<file path="config.mk">
export PLATFORM = sky130hd
export DESIGN_NAME = fcs_top
export DESIGN_NICKNAME = d
export VERILOG_FILES = /design/src/rtl/fcs_pkg.sv /design/src/rtl/fcs_top.sv
export SDC_FILE = /design/constraint.sdc
export NUM_CORES = 2
export LEC_CHECK = 0
export BUFFER_PORTS_ARGS = -buffer_cell sky130_fd_sc_hd__buf_2
export CORE_MARGIN = 2
export CORE_UTILIZATION = 30
export DETAILED_ROUTE_END_ITERATION = 6
export GPL_ROUTABILITY_DRIVEN = 0
export PLACE_DENSITY = 0.45
export SYNTH_ARGS = -nofsm -noshare
export SYNTH_HDL_FRONTEND = slang
export SYNTH_SLANG_ARGS = --single-unit
</file>
<file path="constraint.sdc">
create_clock -name pclk -period 5.9 [get_ports pclk]
set_input_delay 0.885 -clock pclk [delete_from_list [all_inputs] [get_ports pclk]]
set_output_delay 0.885 -clock pclk [all_outputs]
set_load 0.005 [all_outputs]
</file>
<file path="src/rtl/fcs_pkg.sv">
// Shared constants, types and helpers of the framer channel services block
package fcs_pkg;
  // Register indexes; byte address is four times the index
  localparam logic [9:0] IDX_RX_MON_SEL = 10'h012;
  localparam logic [9:0] IDX_RX_MON_DATA = 10'h060;
  localparam logic [9:0] IDX_TX_CTRL3 = 10'h183;
  localparam logic [9:0] IDX_TX_CTRL4 = 10'h186;
  localparam logic [9:0] IDX_TX_MON_SEL = 10'h189;
  localparam logic [9:0] IDX_TX_PAT1 = 10'h1ac;
  localparam logic [9:0] IDX_TX_PAT2 = 10'h1ad;
  localparam logic [9:0] IDX_TX_MON_DATA = 10'h1bb;
  localparam logic [9:0] IDX_TX_IDLE = 10'h200;
  localparam logic [9:0] IDX_RX_IDLE = 10'h220;
  localparam logic [9:0] IDX_TX_IDLE_EN = 10'h240;
  localparam logic [9:0] IDX_RX_IDLE_EN = 10'h244;
  localparam logic [9:0] IDX_LOOPBACK = 10'h248;
  localparam logic [9:0] IDX_TX_CTRL1 = 10'h24c;
  localparam logic [9:0] IDX_MODE = 10'h24d;
  localparam logic [9:0] IDX_SA = 10'h24e;
  // Field positions
  localparam int CTL3_LOOP_BIT = 0;
  localparam int CTL1_CRC_BIT = 0;
  localparam int CTL4_LEN_LSB = 0;
  localparam int MODE_E1_BIT = 0;
  localparam int MODE_NOFBIT_BIT = 1;
  localparam int SA_EN_BIT = 7;
  // Reset value of every control register
  localparam logic [7:0] RST_BYTE = 8'h00;
  // Frame geometry and checksum
  localparam logic [7:0] T1_LAST_BIT = 8'hc0;
  localparam logic [7:0] E1_LAST_BIT = 8'hff;
  localparam logic [3:0] CRC4_POLY = 4'h3;
  localparam logic [2:0] SMF_LAST_FRAME = 3'h7;
  localparam logic [4:0] T1_LAST_CH = 5'h17;

  // Position of one bit inside a frame
  typedef struct packed {
    logic [4:0] ch;
    logic [2:0] bt;
    logic fbit;
  } fcs_pos_t;

  // Bit counter to channel, bit and framing-bit flag
  function automatic fcs_pos_t fcs_pos(input logic [7:0] cnt, input logic e1);
    fcs_pos_t p;
    logic [7:0] c;
    c = e1 ? cnt : cnt - 8'h01;
    p.ch = c[7:3];
    p.bt = c[2:0];
    p.fbit = !e1 && (cnt == 8'h00);
    if (p.fbit)
    begin
      p.ch = 5'h00;
      p.bt = 3'h0;
    end
    return p;
  endfunction

  // Last pattern index for each code length selection: 5, 6, 7 or 16 bits
  function automatic logic [3:0] fcs_code_last(input logic [1:0] sel);
    case (sel)
      2'h0: return 4'h4;
      2'h1: return 4'h5;
      2'h2: return 4'h6;
      default: return 4'hf;
    endcase
  endfunction
endpackage

</file>
<file path="src/rtl/fcs_top.sv">
// Framer channel services: monitors, idle codes, loopback, checksum update, loop code
//
// Our own choice: the APB interface to the registers.
`timescale 1ns/1ps
module fcs_top (
  // Clock and reset
  input wire logic pclk,
  input wire logic presetn,
  // APB slave
  input wire logic psel,
  input wire logic penable,
  input wire logic pwrite,
  input wire logic [31:0] paddr,
  input wire logic [31:0] pwdata,
  output logic [31:0] prdata,
  output logic pready,
  output logic pslverr,
  // Backplane transmit side
  input wire logic tx_backplane_clock,
  input wire logic tx_frame_sync,
  input wire logic tx_serial_data,
  // Line receive side
  input wire logic rx_backplane_clock,
  input wire logic rx_frame_sync,
  input wire logic rx_line_data,
  // Serial results
  output logic tx_line_data,
  output logic rx_serial_data
);
  // Index 0 is transmit, index 1 is receive
  logic [1:0] ck_m_r, ck_s_r, ck_d_r, sy_m_r, sy_s_r, dt_m_r, dt_s_r;
  logic [1:0] edge_w;
  logic [7:0] tx_idle_r [32];
  logic [7:0] rx_idle_r [32];
  logic [31:0] tx_ie_r, rx_ie_r, lb_r;
  logic [7:0] tx_sel_r, rx_sel_r, ctl1_r, ctl3_r, ctl4_r, pat1_r, pat2_r, mode_r, sa_r;
  logic [7:0] mon_r [2];
  logic [7:0] sh_r [2];
  logic [7:0] cnt_r [2];
  logic [7:0] cur [2];
  logic [4:0] sel [2];
  fcs_pkg::fcs_pos_t pos [2];
  logic [1:0] ob;
  logic [3:0] frm_r, frm;
  logic [3:0] pidx_r, plast;
  logic [15:0] pat_w;
  logic [3:0] acc_r, adj_r, acc_nxt;
  logic e1, recalc, loop_on, nofbit, tx_bit, rx_bit, c_pos, patbit, smf_end;
  logic [9:0] idx;
  logic wr_en;
  logic [7:0] rd_byte;
  logic rd_err;

  // Control decode
  assign e1 = mode_r[fcs_pkg::MODE_E1_BIT];
  assign nofbit = mode_r[fcs_pkg::MODE_NOFBIT_BIT];
  assign recalc = e1 && ctl3_r[fcs_pkg::CTL3_LOOP_BIT] && ctl1_r[fcs_pkg::CTL1_CRC_BIT];
  assign loop_on = !e1 && ctl3_r[fcs_pkg::CTL3_LOOP_BIT];
  assign plast = fcs_pkg::fcs_code_last(ctl4_r[fcs_pkg::CTL4_LEN_LSB +: 2]);
  assign pat_w = {pat1_r, pat2_r};
  assign patbit = pat_w[~pidx_r];
  assign sel[0] = tx_sel_r[4:0];
  assign sel[1] = rx_sel_r[4:0];
  assign ob = {rx_bit, tx_bit};
  assign edge_w = ck_s_r & ~ck_d_r;

  // Two-stage synchronisers for link clocks, syncs and data
  always_ff @(posedge pclk or negedge presetn)
  begin
    if (!presetn)
    begin
      ck_m_r <= 2'h0;
      ck_s_r <= 2'h0;
      ck_d_r <= 2'h0;
      sy_m_r <= 2'h0;
      sy_s_r <= 2'h0;
      dt_m_r <= 2'h0;
      dt_s_r <= 2'h0;
    end
    else
    begin
      ck_m_r <= {rx_backplane_clock, tx_backplane_clock};
      ck_s_r <= ck_m_r;
      ck_d_r <= ck_s_r;
      sy_m_r <= {rx_frame_sync, tx_frame_sync};
      sy_s_r <= sy_m_r;
      dt_m_r <= {rx_line_data, tx_serial_data};
      dt_s_r <= dt_m_r;
    end
  end

  // Per-direction bit counter and channel monitor
  for (genvar d = 0; d < 2; d++)
  begin : g_dir
    assign cur[d] = sy_s_r[d] ? 8'h00 : cnt_r[d];
    assign pos[d] = fcs_pkg::fcs_pos(cur[d], e1);
    always_ff @(posedge pclk or negedge presetn)
    begin
      if (!presetn)
      begin
        cnt_r[d] <= 8'h00;
        sh_r[d] <= 8'h00;
        mon_r[d] <= fcs_pkg::RST_BYTE;
      end
      else if (edge_w[d])
      begin
        if (cur[d] == (e1 ? fcs_pkg::E1_LAST_BIT : fcs_pkg::T1_LAST_BIT))
          cnt_r[d] <= 8'h00;
        else
          cnt_r[d] <= cur[d] + 8'h01;
        sh_r[d] <= {sh_r[d][6:0], ob[d]};
        if (!pos[d].fbit && pos[d].bt == 3'h7 && pos[d].ch == sel[d])
          mon_r[d] <= {sh_r[d][6:0], ob[d]};
      end
    end
  end

  // Frame number inside the multiframe
  assign frm = sy_s_r[0] ? 4'h0 : frm_r;
  assign smf_end = cur[0] == fcs_pkg::E1_LAST_BIT && frm[2:0] == fcs_pkg::SMF_LAST_FRAME;
  always_ff @(posedge pclk or negedge presetn)
  begin
    if (!presetn)
      frm_r <= 4'h0;
    else if (edge_w[0])
      frm_r <= (cur[0] == fcs_pkg::E1_LAST_BIT) ? frm + 4'h1 : frm;
  end

  // Transmit bit selection
  always_comb
  begin
    tx_bit = dt_s_r[0];
    c_pos = 1'b0;
    if (!pos[0].fbit)
    begin
      if (lb_r[pos[0].ch])
        tx_bit = dt_s_r[1];
      if (tx_ie_r[pos[0].ch])
        tx_bit = tx_idle_r[pos[0].ch][~pos[0].bt];
    end
    if (recalc && pos[0].ch == 5'h00)
    begin
      if (!frm[0] && pos[0].bt == 3'h0)
      begin
        c_pos = 1'b1;
        tx_bit = dt_s_r[0] ^ adj_r[~frm[2:1]];
      end
      else if (frm[0] && sa_r[fcs_pkg::SA_EN_BIT] && pos[0].bt >= 3'h3)
        tx_bit = sa_r[~pos[0].bt];
    end
    if (loop_on && !(pos[0].fbit && !nofbit))
      tx_bit = patbit;
  end

  // Receive bit selection
  always_comb
  begin
    rx_bit = dt_s_r[1];
    if (!pos[1].fbit && rx_ie_r[pos[1].ch])
      rx_bit = rx_idle_r[pos[1].ch][~pos[1].bt];
  end

  // Checksum of the difference between outgoing and incoming bits
  always_comb
  begin
    logic dif;
    dif = c_pos ? 1'b0 : (tx_bit ^ dt_s_r[0]);
    acc_nxt = {acc_r[2:0], 1'b0} ^ ({4{acc_r[3] ^ dif}} & fcs_pkg::CRC4_POLY);
  end

  // Difference checksum per sub-multiframe, applied in the next one
  always_ff @(posedge pclk or negedge presetn)
  begin
    if (!presetn)
    begin
      acc_r <= 4'h0;
      adj_r <= 4'h0;
    end
    else if (!recalc)
    begin
      acc_r <= 4'h0;
      adj_r <= 4'h0;
    end
    else if (edge_w[0])
    begin
      if (smf_end)
      begin
        adj_r <= acc_nxt;
        acc_r <= 4'h0;
      end
      else
        acc_r <= acc_nxt;
    end
  end

  // Loop code pattern index
  always_ff @(posedge pclk or negedge presetn)
  begin
    if (!presetn)
      pidx_r <= 4'h0;
    else if (!loop_on)
      pidx_r <= 4'h0;
    else if (edge_w[0])
      pidx_r <= (pidx_r >= plast) ? 4'h0 : pidx_r + 4'h1;
  end

  // Serial outputs change on link clock edges
  always_ff @(posedge pclk or negedge presetn)
  begin
    if (!presetn)
    begin
      tx_line_data <= 1'b0;
      rx_serial_data <= 1'b0;
    end
    else
    begin
      if (edge_w[0])
        tx_line_data <= tx_bit;
      if (edge_w[1])
        rx_serial_data <= rx_bit;
    end
  end

  // APB address decode and read mux
  assign idx = paddr[11:2];
  assign wr_en = psel && penable && pready && pwrite && !pslverr;
  always_comb
  begin
    rd_byte = 8'h00;
    rd_err = 1'b0;
    if (idx[9:5] == fcs_pkg::IDX_TX_IDLE[9:5])
      rd_byte = tx_idle_r[idx[4:0]];
    else if (idx[9:5] == fcs_pkg::IDX_RX_IDLE[9:5])
      rd_byte = rx_idle_r[idx[4:0]];
    else if (idx[9:2] == fcs_pkg::IDX_TX_IDLE_EN[9:2])
      rd_byte = tx_ie_r[{idx[1:0], 3'h0} +: 8];
    else if (idx[9:2] == fcs_pkg::IDX_RX_IDLE_EN[9:2])
      rd_byte = rx_ie_r[{idx[1:0], 3'h0} +: 8];
    else if (idx[9:2] == fcs_pkg::IDX_LOOPBACK[9:2])
      rd_byte = lb_r[{idx[1:0], 3'h0} +: 8];
    else
    begin
      case (idx)
        fcs_pkg::IDX_RX_MON_SEL: rd_byte = rx_sel_r;
        fcs_pkg::IDX_RX_MON_DATA: rd_byte = mon_r[1];
        fcs_pkg::IDX_TX_CTRL3: rd_byte = ctl3_r;
        fcs_pkg::IDX_TX_CTRL4: rd_byte = ctl4_r;
        fcs_pkg::IDX_TX_MON_SEL: rd_byte = tx_sel_r;
        fcs_pkg::IDX_TX_PAT1: rd_byte = pat1_r;
        fcs_pkg::IDX_TX_PAT2: rd_byte = pat2_r;
        fcs_pkg::IDX_TX_MON_DATA: rd_byte = mon_r[0];
        fcs_pkg::IDX_TX_CTRL1: rd_byte = ctl1_r;
        fcs_pkg::IDX_MODE: rd_byte = mode_r;
        fcs_pkg::IDX_SA: rd_byte = sa_r;
        default: rd_err = 1'b1;
      endcase
    end
  end

  // APB answer one cycle after setup
  always_ff @(posedge pclk or negedge presetn)
  begin
    if (!presetn)
    begin
      pready <= 1'b0;
      pslverr <= 1'b0;
      prdata <= 32'h0;
    end
    else
    begin
      pready <= psel && !penable;
      pslverr <= psel && !penable && (rd_err || paddr[31:12] != 20'h0);
      if (psel && !penable && !pwrite)
        prdata <= {24'h0, rd_byte};
    end
  end

  // Register writes
  always_ff @(posedge pclk or negedge presetn)
  begin
    if (!presetn)
    begin
      for (int i = 0; i < 32; i++)
      begin
        tx_idle_r[i] <= fcs_pkg::RST_BYTE;
        rx_idle_r[i] <= fcs_pkg::RST_BYTE;
      end
      tx_ie_r <= 32'h0;
      rx_ie_r <= 32'h0;
      lb_r <= 32'h0;
      tx_sel_r <= fcs_pkg::RST_BYTE;
      rx_sel_r <= fcs_pkg::RST_BYTE;
      ctl1_r <= fcs_pkg::RST_BYTE;
      ctl3_r <= fcs_pkg::RST_BYTE;
      ctl4_r <= fcs_pkg::RST_BYTE;
      pat1_r <= fcs_pkg::RST_BYTE;
      pat2_r <= fcs_pkg::RST_BYTE;
      mode_r <= fcs_pkg::RST_BYTE;
      sa_r <= fcs_pkg::RST_BYTE;
    end
    else if (wr_en)
    begin
      if (idx[9:5] == fcs_pkg::IDX_TX_IDLE[9:5])
        tx_idle_r[idx[4:0]] <= pwdata[7:0];
      else if (idx[9:5] == fcs_pkg::IDX_RX_IDLE[9:5])
        rx_idle_r[idx[4:0]] <= pwdata[7:0];
      else if (idx[9:2] == fcs_pkg::IDX_TX_IDLE_EN[9:2])
        tx_ie_r[{idx[1:0], 3'h0} +: 8] <= pwdata[7:0];
      else if (idx[9:2] == fcs_pkg::IDX_RX_IDLE_EN[9:2])
        rx_ie_r[{idx[1:0], 3'h0} +: 8] <= pwdata[7:0];
      else if (idx[9:2] == fcs_pkg::IDX_LOOPBACK[9:2])
        lb_r[{idx[1:0], 3'h0} +: 8] <= pwdata[7:0];
      else
      begin
        case (idx)
          fcs_pkg::IDX_RX_MON_SEL: rx_sel_r <= pwdata[7:0];
          fcs_pkg::IDX_TX_CTRL3: ctl3_r <= pwdata[7:0];
          fcs_pkg::IDX_TX_CTRL4: ctl4_r <= pwdata[7:0];
          fcs_pkg::IDX_TX_MON_SEL: tx_sel_r <= pwdata[7:0];
          fcs_pkg::IDX_TX_PAT1: pat1_r <= pwdata[7:0];
          fcs_pkg::IDX_TX_PAT2: pat2_r <= pwdata[7:0];
          fcs_pkg::IDX_TX_CTRL1: ctl1_r <= pwdata[7:0];
          fcs_pkg::IDX_MODE: mode_r <= pwdata[7:0];
          fcs_pkg::IDX_SA: sa_r <= pwdata[7:0];
          default: ;
        endcase
      end
    end
  end
endmodule

</file>
### Word-level counts from Yosys, hierarchy flattened

Index checks and enable logic that the tools add are counted.

| storage, ports and cells | value |
|---|---|
| register bits after elaboration | 768 |
| latch bits | 0 |
| bits in writable memories | 0 |
| bits in read-only memories | 0 |
| output and inout bits | 36 |
| memories kept | 0 |

| operators by class | value |
|---|---|
| add/subtract/negate cells | 7 |
| $mul | 0 |
| divide/modulo/power cells | 0 |
| order comparisons | 12 |
| equal/unequal tests | 29 |
| shift-type cells | 5 |
| mux-type cells | 79 |
| bitwise gates (word level) | 18 |
| reductions and logical operators | 59 |

Operators by type and width:

| cell | count |
|---|---|
| 256-bit bitwise mux | 2 |
| 8-bit 2-to-1 mux | 22 |
| 8-bit binary-select mux with 5-bit select | 4 |
| 32-bit bitwise mux | 3 |
| 32-bit by 6-bit indexed part select with 8-bit output | 3 |
| 8-bit case mux with 11 select lines | 1 |
| 7-bit AND reduction | 9 |
| 10-bit by 9-bit == test with 1-bit output, second input constant | 6 |
| 4-bit 2-to-1 mux | 11 |
| 8-bit demux with 5-bit select | 1 |
| 8-bit == test, second input constant | 4 |
| 8-bit by 7-bit variable shift with 32-bit output, first input constant | 1 |
| 8-bit by 7-bit indexed part select with 32-bit output | 1 |
| 10-bit == test, second input constant | 3 |
| 1-bit logical AND | 25 |
| 1-bit 2-to-1 mux | 25 |
| 20-bit nonzero test | 1 |
| 6-bit greater-or-equal comparator, second input constant | 3 |
| 5-bit NOT with 6-bit output | 3 |
| 8-bit by 1-bit adder with 8-bit output, second input constant | 2 |
| 8-bit == test | 2 |
| 8-bit zero test | 2 |
| 8-bit by 1-bit subtractor with 8-bit output, second input constant | 2 |
| 1-bit binary-select mux with 5-bit select | 3 |
| other kinds (41) | 70 |

### Logic depth before layout (Yosys ltp)

| logic depth | value |
|---|---|
| depth after elaboration | 23 |
| depth in mapped cells | 22 |
| mapped depth without buffers | 16 |

### Least setup slack after synthesis

OpenSTA, ideal clock, no wires.

| timing path | value |
|---|---|
| path kind | input-to-reg |
| start point | input paddr[2] |
| end point | register prdata[1] |
| setup time | 0.065 ns |
| arrival | 4.630 ns |
| path slack | 1.205 ns |
| stages on the path | 15 |
| path buffers | 5 |
| cells stage by stage | clkbuf_1 > buf_1 > clkbuf_1 > buf_2 > inv_1 > ha_1 > clkbuf_1 > nand2_1 > nor4b_1 > a22oi_1 > and4_1 > a31oi_1 > a211oi_1 > a311oi_1 > mux2_2 |

| between the ends | value |
|---|---|
| word-level cells in the longest chain between the ends | 7 |

Ends and longest elaborated chain:

| element | line | RTL |
|---|---|---|
| from (decl) | fcs_top.sv:13 | `input wire logic [31:0] paddr,` |
| parallel branches: the longest is 6 deep, another holds 32-bit by 6-bit indexed part select with 8-bit output | n/a |  |
| 8-bit 2-to-1 mux (*) | fcs_top.sv:231 | `if (idx[9:5] == fcs_pkg::IDX_TX_IDLE[9:5])` |
| to (signal assigned) | fcs_top.sv:274 | `prdata <= {24'h0, rd_byte};` |
| to (decl) | fcs_top.sv:15 | `output logic [31:0] prdata,` |

Mark *: on every way between the ends. The select of a mux whose other input is x is not followed.
A chain may end at the register's enable or synchronous reset.

### Final worst setup path

| timing path | value |
|---|---|
| start point | register cnt_r[9] (netlist name) |
| end point | register adj_r[0] |

| between the ends | value |
|---|---|
| word-level cells in the longest chain between the ends | 23 |

Ends and longest elaborated chain:

| element | line | RTL |
|---|---|---|
| from (decl) | fcs_top.sv:39 | `logic [7:0] cnt_r [2];` |
| from (signal, indexed assignment) | fcs_top.sv:110 | `cnt_r[d] <= cur[d] + 8'h01;` |
| 8-bit 2-to-1 mux (*) | fcs_top.sv:95 | `assign cur[d] = sy_s_r[d] ? 8'h00 : cnt_r[d];` |
| 8-bit by 1-bit subtractor with 8-bit output or 8-bit zero test (tied branches) | fcs_pkg.sv:47, fcs_pkg.sv:50 |  |
| 8-bit 2-to-1 mux or 1-bit logical AND (tied branches) | fcs_pkg.sv:47, fcs_pkg.sv:50 |  |
| 8-bit 2-to-1 mux | fcs_pkg.sv:51 | `if (p.fbit)` |
| 5-bit NOT with 6-bit output (implied by the code) | fcs_top.sv:139 | `tx_bit = tx_idle_r[pos[0].ch][~pos[0].bt];` |
| 8-bit binary-select mux with 5-bit select | fcs_top.sv:139 |  |
| 8-bit 2-to-1 mux (implied by the code) (2 in series) | fcs_top.sv:139 |  |
| 1-bit binary-select mux with 3-bit select | fcs_top.sv:139 |  |
| [... 6 more ...] | n/a |  |
| 1-bit 2-to-1 mux | fcs_top.sv:151 | `if (loop_on && !(pos[0].fbit && !nofbit))` |
| 1-bit XOR | fcs_top.sv:167 | `dif = c_pos ? 1'b0 : (tx_bit ^ dt_s_r[0]);` |
| 1-bit 2-to-1 mux | fcs_top.sv:167 |  |
| 1-bit XOR | fcs_top.sv:168 | `acc_nxt = {acc_r[2:0], 1'b0} ^ ({4{acc_r[3] ^ dif}} & fcs_pkg::CRC4_POLY);` |
| 4-bit by 2-bit XOR with 4-bit output | fcs_top.sv:168 |  |
| 4-bit 2-to-1 mux | fcs_top.sv:186 | `if (smf_end)` |
| 4-bit 2-to-1 mux | fcs_top.sv:184 | `else if (edge_w[0])` |
| 4-bit 2-to-1 mux | fcs_top.sv:179 | `else if (!recalc)` |
| to (signal assigned) | fcs_top.sv:188 | `adj_r <= acc_nxt;` |
| to (decl) | fcs_top.sv:47 | `logic [3:0] acc_r, adj_r, acc_nxt;` |

Mark *: on every way between the ends. The rest lies on a longest branch, timed or not. The select of a mux whose other input is x is not followed.

==> run summary <==
Design Area, Final: 48680 um^2
Commonest cells in the netlist: 765 x dfrtp_1, 623 x mux2_2, 592 x nand2_1
Clock Skews: 26.38 ps
Post-layout min period: 5678 ps
RSZ-0062 raised after global routing: no
Layout cells sized above 1: 0.3184
Initial core utilization: 0.3014
Synth Register Bits: 765
Crit-path max FO: 13
CP startpoint: cnt_r[9]
Mean post-synth cell area: 11.29 um^2
LEAKAGE: 21.34 nW
Synth top area share: 0.4497
PwrDens: 251.1 nW/um^2
Mapped Area: 42570 um^2
Height of the die: 380.7 um
Overall Power: 12.22 mW
Count leader, synth: dfrtp_1
R2R depth: 21
CP Buf/Inv Count: 8
Clock Tree Root: clkbuf_16
Crit end category: register
CP top delay family: compound AO/OA/AOI/OAI gates
Vias per inst: 5.743
Largest net degree at the start of global routing: 138
P_int: 9.003 mW
Die ar.: 144900 um^2
Crit Path Class: reg2reg
GRT overflow: 0
Cell mode on critical path: buf_4
Clock buffer depth: 3
Area leader, netlist: dfrtp_1
Setup repair bufs after CTS: 0
NetSw: 3.220 mW
Vias in the first global route: 32.38k
Slowest stage delay, CP: 560 ps
Initial antenna violation count: 7
Crit. path cell count: 21
WL final: 167.2 mm
Fillers: 14.20k
Sum Neg Setup Slack: 0 ps
FF-to-FF End: adj_r[0]
Comb pwr share: 0.084
DR WL/cell: 29.00 um
Worst hold path type: in2async
Finished Layout Cells: 5765
Slew @ Worst Pin: 1201 ps
Number of synthesized flops with an enable pin: 0
CTS H-Tree Depth: 3
Cells after Synth: 3770
Max-slew violations: 0
Critical Path End: adj_r[0]
Unique cell type count in the Yosys netlist: 96
Sequential fraction of the synthesis area: 0.4497
Detailed Place HPWL: 114.7 mm
RR Startpoint: cnt_r[9]
Via count: 33.11k
Row cnt: 138
Setup WS post-layout: 221.8 ps
Fin crit share: 0.9624
Status: finished, final reports clean
Clock power share: 0.478
Total Routing Usage GR: 0.2268
Sw Share: 0.2634
Flop pwr share: 0.439
Clock sinks: 765
PortBufs: 60
Num CTS Buffers: 91
Highest-delay cell along the critical path: dfrtp_1
DR DRC count: 0
Clock transition at path regs: 60 ps
Routed Antenna Nets: 0
Reg2Reg Setup Slack: 220 ps
Worst path required time: 6450 ps
Area delta synth->final: 14.36%
Final net count: 3896
Critical-path cell list: nor2b_1 > inv_1 > ha_1 > nor2b_1 > buf_4 > a31oi_2 > buf_4 > o21ai_4 > buf_4 > buf_4 > o31a_1 > a221o_1 > nor4b_2 > buf_4 > o31ai_1 > a211oi_2 > buf_4 > mux2i_2 > buf_4 > xnor2_1 > a211oi_2
Pre-antenna DRT Iters: 6
Top post-synthesis cells by area: dfrtp_1 45%, mux2_2 16%, mux4_2 9.5%
Worst-Skew Late Latency: 710 ps
Clock tree from TritonCTS: yes
Initial DRC Count: 3633
Core area: 141200 um^2
YS warnings: 0
Placed insts: 5600
Main flop type after synthesis: dfrtp_1
Hold Vio Cnt, Final: 0
I/O pins: 111
CP Data Arrival Time: 6230 ps
Cell Area, Placed: 45600 um^2
Setup-failing EPs final: 0
Global-route wire length before repair: 243.1 mm
Maximum clock rate: 176.1 MHz
Startpoint class of the critical path: register
Die width: 380.7 um
Ys async rst share: 1.000
Max_slew headroom: 0.1961
Worst VDD drop: 0.0002071 V
Pre-CTS setup slack: 77.11 ps
MaxCap Viol Count: 0
stage by stage:
stage,hold WS (ps),utilization
3_3_place_gp,335.9,0.3228
4_1_cts,252.3,0.3444
2_1_floorplan,331.2,-
5_1_grt,280.1,0.3446
6_report,232.4,0.3447
3_5_place_dp,334.7,0.3228
logic make-up (layout without fill, tap and decap cells):
kind of cell,Yosys count,count (layout),synth area share
DFF,765,765,0.4497
and+or+nand+nor,1093,1093,0.1168
xor gates and xnor gates,17,17,0.003498
muxes,891,891,0.2810
other,1,26,0.00008810
buffers and inverters,340,419,0.03530
AOI/OAI and AO/OA,646,647,0.1087
adders and majority gates,17,17,0.004997
how the worst min path moves through the flow:
stage,startpoint,endpoint,slack (ps),cells after the start
detailed placement,dt_m_r[1],dt_s_r[1],330,0
finish,presetn,tx_idle_r[59],230,1
CTS,rx_backplane_clock,ck_m_r[1],250,1
floorplan,ck_m_r[0],ck_s_r[0],330,0
global placement,ck_m_r[0],ck_s_r[0],340,0
global route,rx_line_data,dt_m_r[1],280,1
layout by cell type (no fill, tap or decap), types with 12 or more instances in the layout:
master / synthesis / routed
and3_1: 57 / 57
a32o_1: 27 / 27
buf_4: 32 / 155
nand3_1: 108 / 108
mux2i_1: 86 / 85
inv_1: 29 / 29
o31ai_1: 18 / 17
a22o_1: 19 / 19
a311oi_1: 42 / 42
a21oi_1: 90 / 89
a31oi_1: 43 / 42
a211oi_1: 26 / 26
clkbuf_16: 0 / 95
nor4_1: 28 / 27
mux4_2: 180 / 180
clkbuf_8: 0 / 21
clkinv_2: 0 / 12
a221oi_1: 34 / 34
buf_2: 55 / 50
o21ai_0: 140 / 140
o211ai_1: 16 / 16
buf_12: 0 / 20
o22ai_1: 13 / 13
a22oi_1: 50 / 50
nor2_1: 126 / 122
nor3_1: 61 / 59
nand2b_1: 17 / 17
nand2_1: 592 / 591
dfrtp_1: 765 / 764
xnor2_1: 16 / 16
mux2_2: 623 / 623
ha_1: 17 / 17
nor2b_1: 20 / 20
conb_1: 1 / 24
clkbuf_1: 191 / 21
nand4_1: 12 / 12
layer usage:
layer  GRT usage  wire length [um]
met3     0.04440             12460
met2      0.3504             75370
met5           0                26
met1      0.3174             73790
met4     0.07642              5555
cell type report:
| cell class | count | area (um^2) | area share |
|---|---|---|---|
| Multi-Input combinational cell | 2689 | 22150 | 0.4550 |
| Sequential cell | 765 | 19140 | 0.3933 |
| Clock buffer | 137 | 2745 | 0.05639 |
| Tap cell | 1890 | 2365 | 0.04858 |
| Timing Repair Buffer | 228 | 1856 | 0.03812 |
| Clock inverter | 25 | 305.3 | 0.006271 |
| Inverter | 29 | 108.9 | 0.002236 |
| Antenna cell | 2 | 5.005 | 0.0001028 |
worst register-to-register path: stages, from the launching register on:
cell,delay [ps]
dfrtp_1,560
nor2b_1,220
inv_1,70
ha_1,290
nor2b_1,200
buf_4,200
a31oi_2,220
buf_4,330
o21ai_4,240
buf_4,310
buf_4,210
o31a_1,320
a221o_1,330
nor4b_2,470
buf_4,190
o31ai_1,70
a211oi_2,420
buf_4,210
mux2i_2,270
buf_4,170
xnor2_1,150
a211oi_2,100
power groups by stage:
stage               clock network [mW]  registers (mW)  logic [mW]
global route                      6.15            5.37        1.09
detailed placement                   0            5.45        1.00
finish                            5.84            5.36        1.02
global placement                     0            5.45        1.01
floorplan                            0            5.42       0.535
CTS                               5.96            5.36        1.01
flip-flops by register name, summed over array words and instances (netlist names), 14 cells and up:
register and count:
rx_idle_r 256, tx_idle_r 256, lb_r 32, rx_ie_r 32
tx_ie_r 32, cnt_r 16, mon_r 16, sh_r 14
repair_timing:
action / 4_1_cts / 5_1_grt
setup endpoints to repair: 0 / 4
hold buffers: 0 / 0
resized for setup: 0 / 3
Power figures use the tool's default switching activity.
